## src/spl_pkg.sv

```systemverilog
// package for the stack pointer limit checker: widths, constants and carriers
package spl_pkg;

  // ----------------------------------------
  // widths and fixed addresses
  // ----------------------------------------
  localparam int          SPL_AW          = 16;
  localparam logic [15:0] SPL_FLOOR_ADDR  = 16'h0800;  // below this lies the special register space
  localparam logic [15:0] SPL_WORD_STEP   = 16'h0002;  // one word in byte addresses
  localparam logic [15:0] SPL_SP_RST      = 16'h0800;  // pointer starts at the floor
  localparam logic [15:0] SPL_LIM_RST     = 16'hFFFE;  // arbitrary, software must load it
  localparam logic [7:0]  SPL_ZERO_BYTE   = 8'h00;

  // ----------------------------------------
  // stack operation codes
  // ----------------------------------------
  typedef enum logic [2:0] {
    SPL_OP_NONE    = 3'b000,
    SPL_OP_PUSH    = 3'b001,
    SPL_OP_POP     = 3'b010,
    SPL_OP_CALL    = 3'b011,
    SPL_OP_EXC     = 3'b100,
    SPL_OP_WR_SP   = 3'b101,
    SPL_OP_WR_LIM  = 3'b110,
    SPL_OP_EA      = 3'b111
  } spl_op_t;

  // request from the core address generator
  typedef struct packed {
    spl_op_t     op;
    logic [15:0] data;       // push data or new register value or ea
    logic [23:0] pc;         // program counter for call / exception push
    logic [7:0]  status_low_byte;
  } spl_req_t;

  // memory access produced by a push or pop
  typedef struct packed {
    logic        wr;
    logic        rd;
    logic [15:0] addr;
    logic [15:0] wdata_lo;
    logic [15:0] wdata_hi;   // second word of a program counter push
    logic        two_words;
  } spl_mem_t;

  // trap request, separate from other trap sources
  typedef struct packed {
    logic overflow;
    logic underflow;
  } spl_trap_t;

endpackage

```

## src/spl_bound_cmp.sv

```systemverilog
// bounds comparator for one effective address
`timescale 1ns/1ps
module spl_bound_cmp #(
  parameter int AW = 16
) (
  input  wire logic [AW-1:0] ea_i,
  input  wire logic [AW-1:0] limit_i,
  input  wire logic [AW-1:0] floor_i,
  output logic               over_o,
  output logic               under_o
);
  // ----------------------------------------
  // compare
  // ----------------------------------------
  // an address equal to the limit is still legal
  always_comb begin
    over_o  = ea_i > limit_i;
    under_o = ea_i < floor_i;
  end
endmodule

```

## src/spl_stack_check.sv

```systemverilog
// software stack pointer with limit and floor checking
`timescale 1ns/1ps
// Contract
// RULE1: pointer addresses the first free word; stack grows upward.
// RULE2: push writes then adds one word; pop subtracts one word then reads.
// RULE3: call push stores program counter with upper byte cleared.
// RULE4: exception push puts status low byte in counter's upper byte.
// RULE5: limit has no defined reset value; bit zero of limit and pointer reads zero.
// RULE6: every pointer-based effective address is compared with the limit; code checks neither pops nor the second word of a counter push.
// RULE7: push at pointer equal to limit is fine; the next push traps.
// RULE8: pointer below the floor address raises an underflow trap.
// RULE9: core should not read through pointer right after a limit write.
// RULE10: trap request lasts one cycle and is separate from other traps.
module spl_stack_check #(
  parameter int AW = 16
) (
  input  wire logic             clk_i,
  input  wire logic             rst_i,
  input  wire spl_pkg::spl_req_t req_i,
  output spl_pkg::spl_mem_t     mem_o,
  output spl_pkg::spl_trap_t    trap_o,
  output logic [15:0]           stack_pointer_working_reg_o,
  output logic [15:0]           stack_limit_value_o
);
  import spl_pkg::*;

  // ----------------------------------------
  // state
  // ----------------------------------------
  typedef struct packed {
    logic [15:0] sp;
    logic [15:0] lim;
    spl_mem_t    mem;
    spl_trap_t   trap;
  } spl_state_t;

  spl_state_t s_q, s_d;
  logic [15:0] ea;
  logic        over, under;
  logic        is_push;

  function automatic logic [15:0] align(input logic [15:0] v);
    align = {v[15:1], 1'b0};
  endfunction

  // pushes of any kind share the overflow check and the write pulse
  function automatic logic is_push_op(input spl_op_t op);
    is_push_op = (op == SPL_OP_PUSH) || (op == SPL_OP_CALL) || (op == SPL_OP_EXC);
  endfunction

  // ----------------------------------------
  // address to check
  // ----------------------------------------
  // push checks the write address, pop the predecremented one
  always_comb begin
    is_push = is_push_op(req_i.op);
    case (req_i.op)
      SPL_OP_POP: ea = s_q.sp - SPL_WORD_STEP;
      SPL_OP_EA:  ea = align(req_i.data);
      default:    ea = s_q.sp;
    endcase
  end

  spl_bound_cmp #(.AW(16)) u_cmp (
    .ea_i    (ea),
    .limit_i (s_q.lim),
    .floor_i (SPL_FLOOR_ADDR),
    .over_o  (over),
    .under_o (under)
  );

  // ----------------------------------------
  // next state
  // ----------------------------------------
  always_comb begin
    s_d = s_q;
    s_d.mem.wr = 1'b0;
    s_d.mem.rd = 1'b0;
    s_d.mem.two_words = 1'b0;
    s_d.trap = '0;
    case (req_i.op)
      SPL_OP_PUSH: begin
        s_d.mem.wr = 1'b1;
        s_d.mem.addr = s_q.sp;                          // [RULE2]
        s_d.mem.wdata_lo = req_i.data;
        s_d.sp = s_q.sp + SPL_WORD_STEP;                // [RULE1] [RULE2]
      end
      SPL_OP_CALL, SPL_OP_EXC: begin
        s_d.mem.wr = 1'b1;
        s_d.mem.two_words = 1'b1;
        s_d.mem.addr = s_q.sp;
        s_d.mem.wdata_lo = req_i.pc[15:0];
        s_d.mem.wdata_hi = (req_i.op == SPL_OP_CALL)
                         ? {SPL_ZERO_BYTE, req_i.pc[23:16]}               // [RULE3]
                         : {req_i.status_low_byte, req_i.pc[23:16]};      // [RULE4]
        s_d.sp = s_q.sp + SPL_WORD_STEP + SPL_WORD_STEP;
      end
      SPL_OP_POP: begin
        s_d.sp = s_q.sp - SPL_WORD_STEP;                // [RULE2]
        s_d.mem.rd = 1'b1;
        s_d.mem.addr = s_q.sp - SPL_WORD_STEP;
      end
      SPL_OP_WR_SP:  s_d.sp = align(req_i.data);        // [RULE5]
      SPL_OP_WR_LIM: s_d.lim = align(req_i.data);       // [RULE5]
      default: ;
    endcase
    // one-cycle trap pulse, kept apart from other trap sources
    if (req_i.op != SPL_OP_NONE && req_i.op != SPL_OP_WR_SP && req_i.op != SPL_OP_WR_LIM) begin
      s_d.trap.overflow  = over && (is_push || req_i.op == SPL_OP_EA);  // [RULE6] [RULE7] [RULE10]
      s_d.trap.underflow = under;                                       // [RULE8] [RULE10]
    end
  end

  // ----------------------------------------
  // registers
  // ----------------------------------------
  // limit has no software reset meaning; a plain constant keeps sim clean
  always_ff @(posedge clk_i or posedge rst_i) begin
    if (rst_i) begin
      s_q <= '0;
      s_q.sp <= SPL_SP_RST;
      s_q.lim <= SPL_LIM_RST;
    end else begin
      s_q <= s_d;
    end
  end

  always_comb begin
    mem_o = s_q.mem;
    trap_o = s_q.trap;
    stack_pointer_working_reg_o = s_q.sp;
    stack_limit_value_o = s_q.lim;
  end
endmodule

```

## config.mk

```make
export PLATFORM = sky130hd
export DESIGN_NAME = spl_stack_check
export DESIGN_NICKNAME = d
export VERILOG_FILES = /design/src/spl_pkg.sv /design/src/spl_bound_cmp.sv /design/src/spl_stack_check.sv
export SDC_FILE = /design/constraint.sdc
export NUM_CORES = 1
export LEC_CHECK = 0
export BUFFER_PORTS_ARGS = -buffer_cell sky130_fd_sc_hd__buf_4
export CAP_MARGIN = 15
export CORE_AREA = 2 2 144 146
export DETAILED_ROUTE_END_ITERATION = 7
export DIE_AREA = 0 0 146 148
export PLACE_DENSITY_LB_ADDON = 0.25
export SYNTH_ARGS = -nofsm -noshare
export SYNTH_HDL_FRONTEND = slang
export SYNTH_SLANG_ARGS = --single-unit
export TNS_END_PERCENT = 20
```

## constraint.sdc

```tcl
create_clock -name clk_i -period 4.21 [get_ports clk_i]
set_input_delay 0.6315 -clock clk_i [delete_from_list [all_inputs] [get_ports clk_i]]
set_output_delay 0.6315 -clock clk_i [all_outputs]
set_load 0.01 [all_outputs]
```

==> results.json, run 1 <==
{
  "outcome": "finished clean",
  "cts_resized": 0,
  "routedWlPerCell_um": 19.42,
  "synth_cells": 712,
  "cpMaxStageDelayCell": "dfrtp_1",
  "r2r_start": "stack_pointer_working_reg_o[1]",
  "ys_ff_latch": 82,
  "r2r-end": "trap_o[1]",
  "wl_um": 21260,
  "r2r_setup_slack_ps": 740,
  "leakagePower_nw": 3.228,
  "tightest_slew_ps": 726.6,
  "fin_tns_setup_ps": 0,
  "finalHoldViolations": 0,
  "drcViolationCount": 0,
  "cp_common_cell": "ha_1",
  "cts_sinks": 82,
  "finalSetupViolCount": 0,
  "finalCritPeriodShare_pct": 82.34,
  "endpoint": "trap_o[1]",
  "row_count": 52,
  "cts_tree": "yes",
  "end_kind": "register",
  "yosysWarnings": 0,
  "dr.pass1.iters": 5,
  "grt_pass1_vias": 5731,
  "h-tree-depth": 3,
  "max_stage_delay_ps": 540,
  "layout.nets": 892,
  "powerDensity_nw_per_um2": 481.0,
  "clockBufferDepth": 2,
  "cts_root_buffer": "clkbuf_16",
  "drtIter0Drc": 569,
  "critical_path.cell_chain": "buf_4 > inv_1 > ha_1 > nand2_1 > nor3b_1 > o21ai_0 > a221o_1 > ha_1 > nand4_1 > a211o_1 > a31o_2 > a31oi_1",
  "required_ps": 4490,
  "detail-route-antenna-nets": 0,
  "route.vias.total": 5993,
  "cap_violations": 0,
  "nFillCells": 2142,
  "post-route-util_pct": 37.96,
  "fmax_ghz": 0.2885,
  "core_area_um2": 20040,
  "synthTopCellsByCount": "nand2_1, dfrtp_1, o21ai_0",
  "synth_area_um2": 5947,
  "crit_fanout": 13,
  "clk_latency_ps": 360,
  "synth_top_area_share_pct": 27.77,
  "die_area_um2": 21610,
  "grt_pass1_wl_um": 33480,
  "cts_hold_buf": 0,
  "timing.slew.headroom_pct": 51.56,
  "fp.dieH_um": 148,
  "yosysMostFrequentCell": "nand2_1",
  "cts-buffers-inserted": 9,
  "cts_setup_buffers": 0,
  "cp-start-kind": "register",
  "grt_max_degree": 58,
  "io_buffers": 134,
  "cp.arrival_ps": 3740,
  "start_util_pct": 29.68,
  "gp_congestion": 0.9247,
  "die_w_um": 146,
  "hold_path_class": "input port to async pin",
  "ys.flop_type": "dfrtp_1",
  "ios": 138,
  "drv_slew": 0,
  "drive_gt1_share_pct": 27.39,
  "rr_worst_depth": 12,
  "antenna_found_initial": 0,
  "power.total_mw": 3.659,
  "vias_per_cell": 5.473,
  "rsz0062_at_grt": "false",
  "syn_avg_cell_area_um2": 8.352,
  "n_antenna_cell": 0,
  "layout_min_cycle_time_ps": 3466,
  "path_class": "register to register",
  "synthTopCellsByArea": "dfrtp_1, dfstp_2, nand2_1",
  "synth-edff-count": 0,
  "grt_usage_pct": 19.81,
  "clk_pin_slew_ps": 70,
  "synth_top_area_cell": "dfrtp_1",
  "area_growth_pct": 27.90,
  "critical_path.startpoint": "stack_pointer_working_reg_o[1]",
  "ir_drop_v": 0.0002430,
  "ys_async_sr_fraction_pct": 100.0,
  "hpwl_um": 15290,
  "synth_cell_types": 70,
  "seq_area_frac_synth_pct": 34.84,
  "fin_skew_ps": 9.238,
  "gr-total-overflow": 0
}
power breakdown:
part	switching, mW	internal, mW
Clock	0.344	0.658
Sequential	0.263	0.970
Combinational	0.763	0.661
Total	1.37	2.29
flip-flops by register name (all words and copies together) (netlist names):
signal                       flops
trap_o                           2
stack_limit_value_o             15
mem_o                           50
stack_pointer_working_reg_o     15
per-stage QoR:
step / cells / setup WS [ps] / hold slack, ps / cell area [um^2]
after floorplan: 714 / 1114 / 507.0 / 5954
after global placement: 1078 / 776.7 / 453.1 / 7211
after detailed placement: 1078 / 819.6 / 458.8 / 7211
after CTS: 1094 / 765.2 / 462.0 / 7586
after global routing: 1095 / 485.8 / 281.3 / 7606
final: 1095 / 743.6 / 243.8 / 7606
critical path: cells and delay by family, from the launching register on:
kind	cells	cell delay, ps
DFF	1	540
adders and majority gates	2	680
buffers and inverters	2	400
AOI/OAI and AO/OA	5	1080
and+or+nand+nor	3	690
logic make-up (layout without fill, tap and decap cells):
group | Yosys count | count (layout) | synth area share, %
compound gates | 224 | 224 | 25.69
xor+xnor | 43 | 43 | 6.333
fa+ha+maj | 19 | 19 | 3.998
buf+inv | 88 | 199 | 6.038
flops | 82 | 82 | 34.84
mux | 19 | 19 | 3.577
other cells | 1 | 3 | 0.06306
simple gates | 236 | 236 | 19.46
area by class of cell:
type | count | area, um^2 | share of cell area, %
Clock buffer | 10 | 239.0 | 3.142
Sequential cell | 82 | 2072 | 27.24
Multi-Input combinational cell | 544 | 3531 | 46.42
Inverter | 26 | 98.84 | 1.300
Timing Repair Buffer | 157 | 1191 | 15.66
Clock inverter | 6 | 136.4 | 1.793
Tap cell | 270 | 337.8 | 4.442
cell usage in the layout (no fill, tap or decap), drive strengths merged, types with 20 or more instances in the layout:
master  synthesis  final
buf            20    157
nand2          96     96
dfrtp          66     66
o21ai          57     57
nor2           55     55
a21oi          41     41
o221ai         39     39
xnor2          26     26
inv            25     25
or3            22     22
a22oi          20     20
layer usage:
| metal | GRT usage [%] | vias to the layer above | part of all wire (%) |
|---|---|---|---|
| met3 | 4.753 | 38 | 7.7 |
| met5 | 0 | - | 0 |
| met1 | 27.67 | 2827 | 45 |
| li1 | - | 2829 | - |
| met2 | 30.24 | 299 | 44 |
| met4 | 6.359 | 0 | 2.6 |
worst min path at each step:
| stage | end | slack, ps | cells after the start |
|---|---|---|---|
| finish | mem_o[10] | 240 | 2 |
| global route | mem_o[10] | 280 | 2 |
| CTS | mem_o[8] | 460 | 3 |
| detailed placement | mem_o[4] | 460 | 2 |
| global placement | mem_o[4] | 450 | 2 |
| floorplan | mem_o[1] | 510 | 2 |
No activity file was read; power rests on OpenSTA's default activity.
==> run 2: changes to the inputs <==
- ABC_AREA: not set -> 1
- CORE_AREA: 2 2 144 146 -> 2 2 137 139
- DIE_AREA: 0 0 146 148 -> 0 0 139 141
- clock period: 4.21 -> 3.07 ns (I/O delays scaled with it)
==> run 2 against run 1 <==
Against the previous run: clock-buffer cell count decreased by 1; core utilization increased by 0.91 points; synthesized cell count increased by 4.6%; critical path depth increased by 5; fmax increased by 24%; clock skew increased by 1.8 ps; power increased by 29%; critical endpoint unchanged; highest routed layer unchanged.
==> results.json, run 2 <==
{
  "outcome": "finished clean",
  "cts-buffers-inserted": 9,
  "ys.flop_type": "dfrtp_1",
  "drv_slew": 0,
  "yosysWarnings": 0,
  "tightest_slew_ps": 557.0,
  "cpMaxStageDelayCell": "dfrtp_1",
  "cts_sinks": 82,
  "fmax_ghz": 0.3588,
  "grt_pass1_wl_um": 29740,
  "clockBufferDepth": 2,
  "ys_ff_latch": 82,
  "endpoint": "trap_o[1]",
  "dp.cells": 1115,
  "fp.dieH_um": 141,
  "wl_um": 19370,
  "r2r_setup_slack_ps": 280,
  "finalSetupViolCount": 0,
  "synth_area_um2": 5380,
  "max_stage_delay_ps": 500,
  "finalHoldViolations": 0,
  "die_w_um": 139,
  "critical_path.startpoint": "stack_pointer_working_reg_o[9]",
  "crit_fanout": 7,
  "start_util_pct": 29.45,
  "synth-edff-count": 0,
  "ys_async_sr_fraction_pct": 100.0,
  "cts_root_buffer": "clkbuf_16",
  "setup_slack_ps": 283.1,
  "fin_tns_setup_ps": 0,
  "cp.arrival_ps": 3020,
  "hold_path_class": "input port to async pin",
  "cp_num_cells": 17,
  "cap_violations": 0,
  "rsz0062_at_grt": "false",
  "synth_top_area_cell": "dfrtp_1",
  "cts_tree": "yes",
  "cp-start-kind": "register",
  "vias_per_cell": 5.084,
  "synth_top_area_share_pct": 30.70,
  "r2r_start": "stack_pointer_working_reg_o[9]",
  "clk_latency_ps": 360,
  "grt_usage_pct": 19.45,
  "io_buffers": 134,
  "leakagePower_nw": 3.571,
  "largest_reg_flops": 50,
  "routedWlPerCell_um": 17.09,
  "clk_pin_slew_ps": 70,
  "timing.slew.headroom_pct": 62.47,
  "route.vias.total": 5760,
  "row_count": 50,
  "path_buf_inv": 4,
  "n_antenna_cell": 0,
  "critical_path.cell_chain": "inv_2 > nand2_1 > nor3_4 > nand4_1 > nand3_1 > o21ai_0 > a21oi_1 > inv_1 > ha_1 > nand3_1 > inv_1 > nand2_1 > inv_1 > a221oi_1 > nand2_1 > o21ai_0 > nor2_1",
  "synth_cells": 745,
  "gp_congestion": 0.9041,
  "area_growth_pct": 31.98,
  "mostFrequentLayoutCell": "nand2_1",
  "ir_drop_v": 0.0003295,
  "layout_min_cycle_time_ps": 2787,
  "syn_avg_cell_area_um2": 7.222,
  "end_kind": "register",
  "core_area_um2": 18270,
  "detail-route-antenna-nets": 0,
  "drtIter0Drc": 510,
  "finalCritPeriodShare_pct": 90.78,
  "nFillCells": 1983,
  "final_cell_mix": "nand2_1, buf_4, inv_1, dfrtp_1, nor2_1",
  "layout.nets": 966,
  "grt_pass1_vias": 5372,
  "drive_gt1_share_pct": 26.25,
  "final_cell_count_no_fill": 1133,
  "powerDensity_nw_per_um2": 663.1,
  "r2r-end": "trap_o[1]",
  "post-route-util_pct": 38.87,
  "h-tree-depth": 3,
  "fin_skew_ps": 11.01,
  "synth_cell_types": 42,
  "hpwl_um": 14890,
  "gr-total-overflow": 0,
  "yosysMostFrequentCell": "nand2_1",
  "power.total_mw": 4.708,
  "path_class": "register to register",
  "cpLargestDelayFamily": "simple AND/OR/NAND/NOR gates",
  "synthTopCellsByArea": "dfrtp_1, nand2_1, dfstp_2",
  "grt_max_degree": 41,
  "seq_area_frac_synth_pct": 38.51,
  "ios": 138,
  "die_area_um2": 19600,
  "required_ps": 3310,
  "drcViolationCount": 0,
  "antenna_found_initial": 0,
  "dr.pass1.iters": 5,
  "rr_worst_depth": 17,
  "pre_cts_slack_ps": 168.1,
  "synthTopCellsByCount": "nand2_1, inv_1, dfrtp_1"
}
run 2: kinds of logic after synthesis:
family / share of synthesized area [%]
simple gates: 30.61
compound gates: 17.19
buf+inv: 9.046
flops: 38.51
fa+ha+maj: 4.419
xor+xnor: 0.1628
other cells: 0.06970
run 2: worst min-delay path by stage:
stage	slack (ps)	endpoint	depth (start not counted)
after floorplan	490	stack_limit_value_o[11]	2
after global placement	430	mem_o[0]	2
after CTS	40	mem_o[0]	2
after detailed placement	430	mem_o[0]	2
after global routing	50	mem_o[0]	2
final	40	mem_o[0]	2
run 2: area by class of cell:
type | count | area [um^2] | share of cell area (%)
repair buffers | 171 | 1296 | 18.26
clock inverters | 7 | 60.06 | 0.8458
flip-flops and latches | 82 | 2072 | 29.18
inverters | 82 | 309.0 | 4.352
well taps | 234 | 292.8 | 4.123
clock buffers | 9 | 225.2 | 3.172
multi-input cells | 548 | 2845 | 40.07
run 2: report_power, final:
part           leakage [nW]  internal [mW]  switching, mW  total [mW]
registers             0.981           1.33          0.193        1.52
clock network         0.143          0.565          0.517        1.08
logic                  2.45          0.846           1.26        2.10
total                  3.57           2.74           1.97        4.71
run 2: repair_timing:
item                       4_1_cts  5_1_grt
buffers inserted                 0        2
resized for setup                0        4
hold buffers                     0        0
setup endpoints to repair        0        1
run 2: per-stage QoR:
stage               hold slack [ps]  area (um^2)
finish                        38.93         7101
global route                  52.65         7101
CTS                           40.71         7069
detailed placement            425.4         6784
global placement              429.2         6784
floorplan                     491.1         5388
run 2: metal layers:
| layer | vias to the layer above | global-route usage [%] | wire length [um] |
|---|---|---|---|
| met5 | - | 0 | 0 |
| met4 | 0 | 6.167 | 444 |
| met3 | 35 | 5.231 | 1512 |
| met2 | 242 | 31.29 | 8896 |
| met1 | 2700 | 25.61 | 8514 |
| li1 | 2783 | - | - |
==> run 3: changes to the inputs <==
--- a/constraint.sdc
+++ b/constraint.sdc
@@ -3,2 +3,2 @@
 set_output_delay 0.4605 -clock clk_i [all_outputs]
-set_load 0.01 [all_outputs]
+set_load 0.1 [all_outputs]
==> run 3 against run 2 <==
Against the previous run: clock power is essentially flat; largest power group unchanged; clock skew about the same; sequential share of layout area is 0.14 points higher.
==> results.json, run 3 (synthesis results as in run 2) <==
{
  "area_growth_pct": 31.58,
  "cp_num_cells": 15,
  "hpwl_um": 14970,
  "hold_path_class": "input port to async pin",
  "cts_tree": "yes",
  "ios": 138,
  "cts_sinks": 82,
  "grt_usage_pct": 20.14,
  "max_stage_delay_ps": 480,
  "io_buffers": 134,
  "hold_slack_ps": 240.0,
  "pwr-share-clk_pct": 17.2,
  "layout.nets": 962,
  "r2r_setup_slack_ps": 290,
  "switching_share_pct": 56.47,
  "start_util_pct": 29.45,
  "cp.arrival_ps": 3010,
  "crit_fanout": 8,
  "p_int_mw": 2.745,
  "ir_drop_v": 0.0004475,
  "powerDensity_nw_per_um2": 890.9,
  "grt_max_degree": 45,
  "mostFrequentLayoutCell": "nand2_1",
  "drv_slew": 0,
  "drive_gt1_share_pct": 26.82,
  "finalHoldViolations": 0,
  "clockBufferDepth": 2,
  "required_ps": 3300,
  "grt_pass1_vias": 5564,
  "rr_worst_depth": 15,
  "timing.slew.headroom_pct": 42.05,
  "dr.pass1.iters": 6,
  "fin_skew_ps": 10.52,
  "endpoint": "trap_o[1]",
  "cpLargestDelayFamily": "simple AND/OR/NAND/NOR gates",
  "fp.dieH_um": 141,
  "clk_latency_ps": 360,
  "row_count": 50,
  "clk_pin_slew_ps": 70,
  "p_seq_share_pct": 24.5,
  "r2r-end": "trap_o[1]",
  "path_buf_inv": 2,
  "end_kind": "register",
  "h-tree-depth": 3,
  "drtIter0Drc": 579,
  "finalCritPeriodShare_pct": 90.63,
  "cts_root_buffer": "clkbuf_16",
  "cts_hold_buf": 0,
  "cts-buffers-inserted": 9,
  "antenna_found_initial": 0,
  "wl_um": 19500,
  "dp.cells": 1113,
  "path_class": "register to register",
  "die_w_um": 139,
  "fmax_ghz": 0.3594,
  "route.vias.total": 5720,
  "final_cell_count_no_fill": 1129,
  "core_area_um2": 18270,
  "finalSetupViolCount": 0,
  "largest_reg_flops": 50,
  "cp-start-kind": "register",
  "grt_pass1_wl_um": 31020,
  "outcome": "finished clean",
  "cpMaxStageDelayCell": "dfrtp_2",
  "n_antenna_cell": 0,
  "r2r_start": "stack_pointer_working_reg_o[2]",
  "drcViolationCount": 0,
  "cap_violations": 0,
  "cts_resized": 0,
  "layout_min_cycle_time_ps": 2782,
  "gr-total-overflow": 0,
  "power_frac_comb_pct": 58.3,
  "routedWlPerCell_um": 17.27,
  "critical_path.startpoint": "stack_pointer_working_reg_o[2]",
  "die_area_um2": 19600,
  "cts_setup_buffers": 0,
  "switching_power_mw": 3.561,
  "final_cell_mix": "nand2_1, buf_4, inv_1, dfrtp_1, nor2_1",
  "gp_congestion": 0.9165,
  "critical_path.cell_chain": "inv_1 > ha_2 > nand3_1 > inv_2 > nand3_1 > nor2_1 > nand2_1 > nand3_1 > o211ai_1 > ha_1 > nand2_1 > nor2_1 > nand2_1 > nor4b_1 > nor2_1",
  "detail-route-antenna-nets": 0,
  "tightest_slew_ps": 869.3,
  "leakagePower_nw": 3.538,
  "vias_per_cell": 5.066
}
-- run 3: cell count changes in the layout (fill, tap and decap cells not counted), moves of 2 or more --
cell / previous run / this run
dfrtp_2: 0 / 3
clkinvlp_4: 0 / 2
clkinv_4: 2 / 0
nor2_2: 5 / 7
dfrtp_1: 66 / 63
nor2_1: 62 / 60
buf_4: 170 / 166
-- run 3: worst min-delay path by stage --
stage	from	to	slack (ps)
after floorplan	req_i[50]	mem_o[49]	560
after global placement	mem_o[4]	mem_o[4]	460
after detailed placement	mem_o[1]	mem_o[1]	470
after CTS	rst_i	mem_o[1]	270
after global routing	req_i[25]	mem_o[2]	290
final	rst_i	mem_o[0]	240
-- run 3: through the flow --
stage	setup TNS, ps	util [%]	total power [mW]	cell area [um^2]	setup slack (ps)
global route	-0.3966	38.75	6.637	7079	-0.3966
detailed placement	0	37.07	5.210	6771	141.1
finish	0	38.75	6.307	7079	287.5
global placement	0	37.07	5.219	6771	62.50
CTS	0	38.63	6.316	7057	101.0
floorplan	0	-	4.285	5390	28.05
-- run 3: cell type report --
type / instances / area, um^2
fill: 1976 / 11190
multi-input combinational: 548 / 2848
sequential: 82 / 2076
timing repair buffer: 167 / 1266
inverter: 82 / 311.5
tap: 234 / 292.8
clock buffer: 9 / 225.2
clock inverter: 7 / 60.06
-- run 3: power groups by stage --
stage	clock [mW]	combinational, mW	sequential [mW]
floorplan	0	1.13	3.15
global placement	0	3.67	1.55
detailed placement	0	3.66	1.55
CTS	1.11	3.67	1.54
global route	1.14	3.92	1.58
finish	1.08	3.68	1.55
-- run 3: layer usage --
metal	GRT usage [%]	wire, um	up-vias
li1	-	-	2792
met2	32.51	8900	219
met4	5.742	423	0
met1	26.99	8800	2675
met5	0	0	-
met3	4.891	1377	34
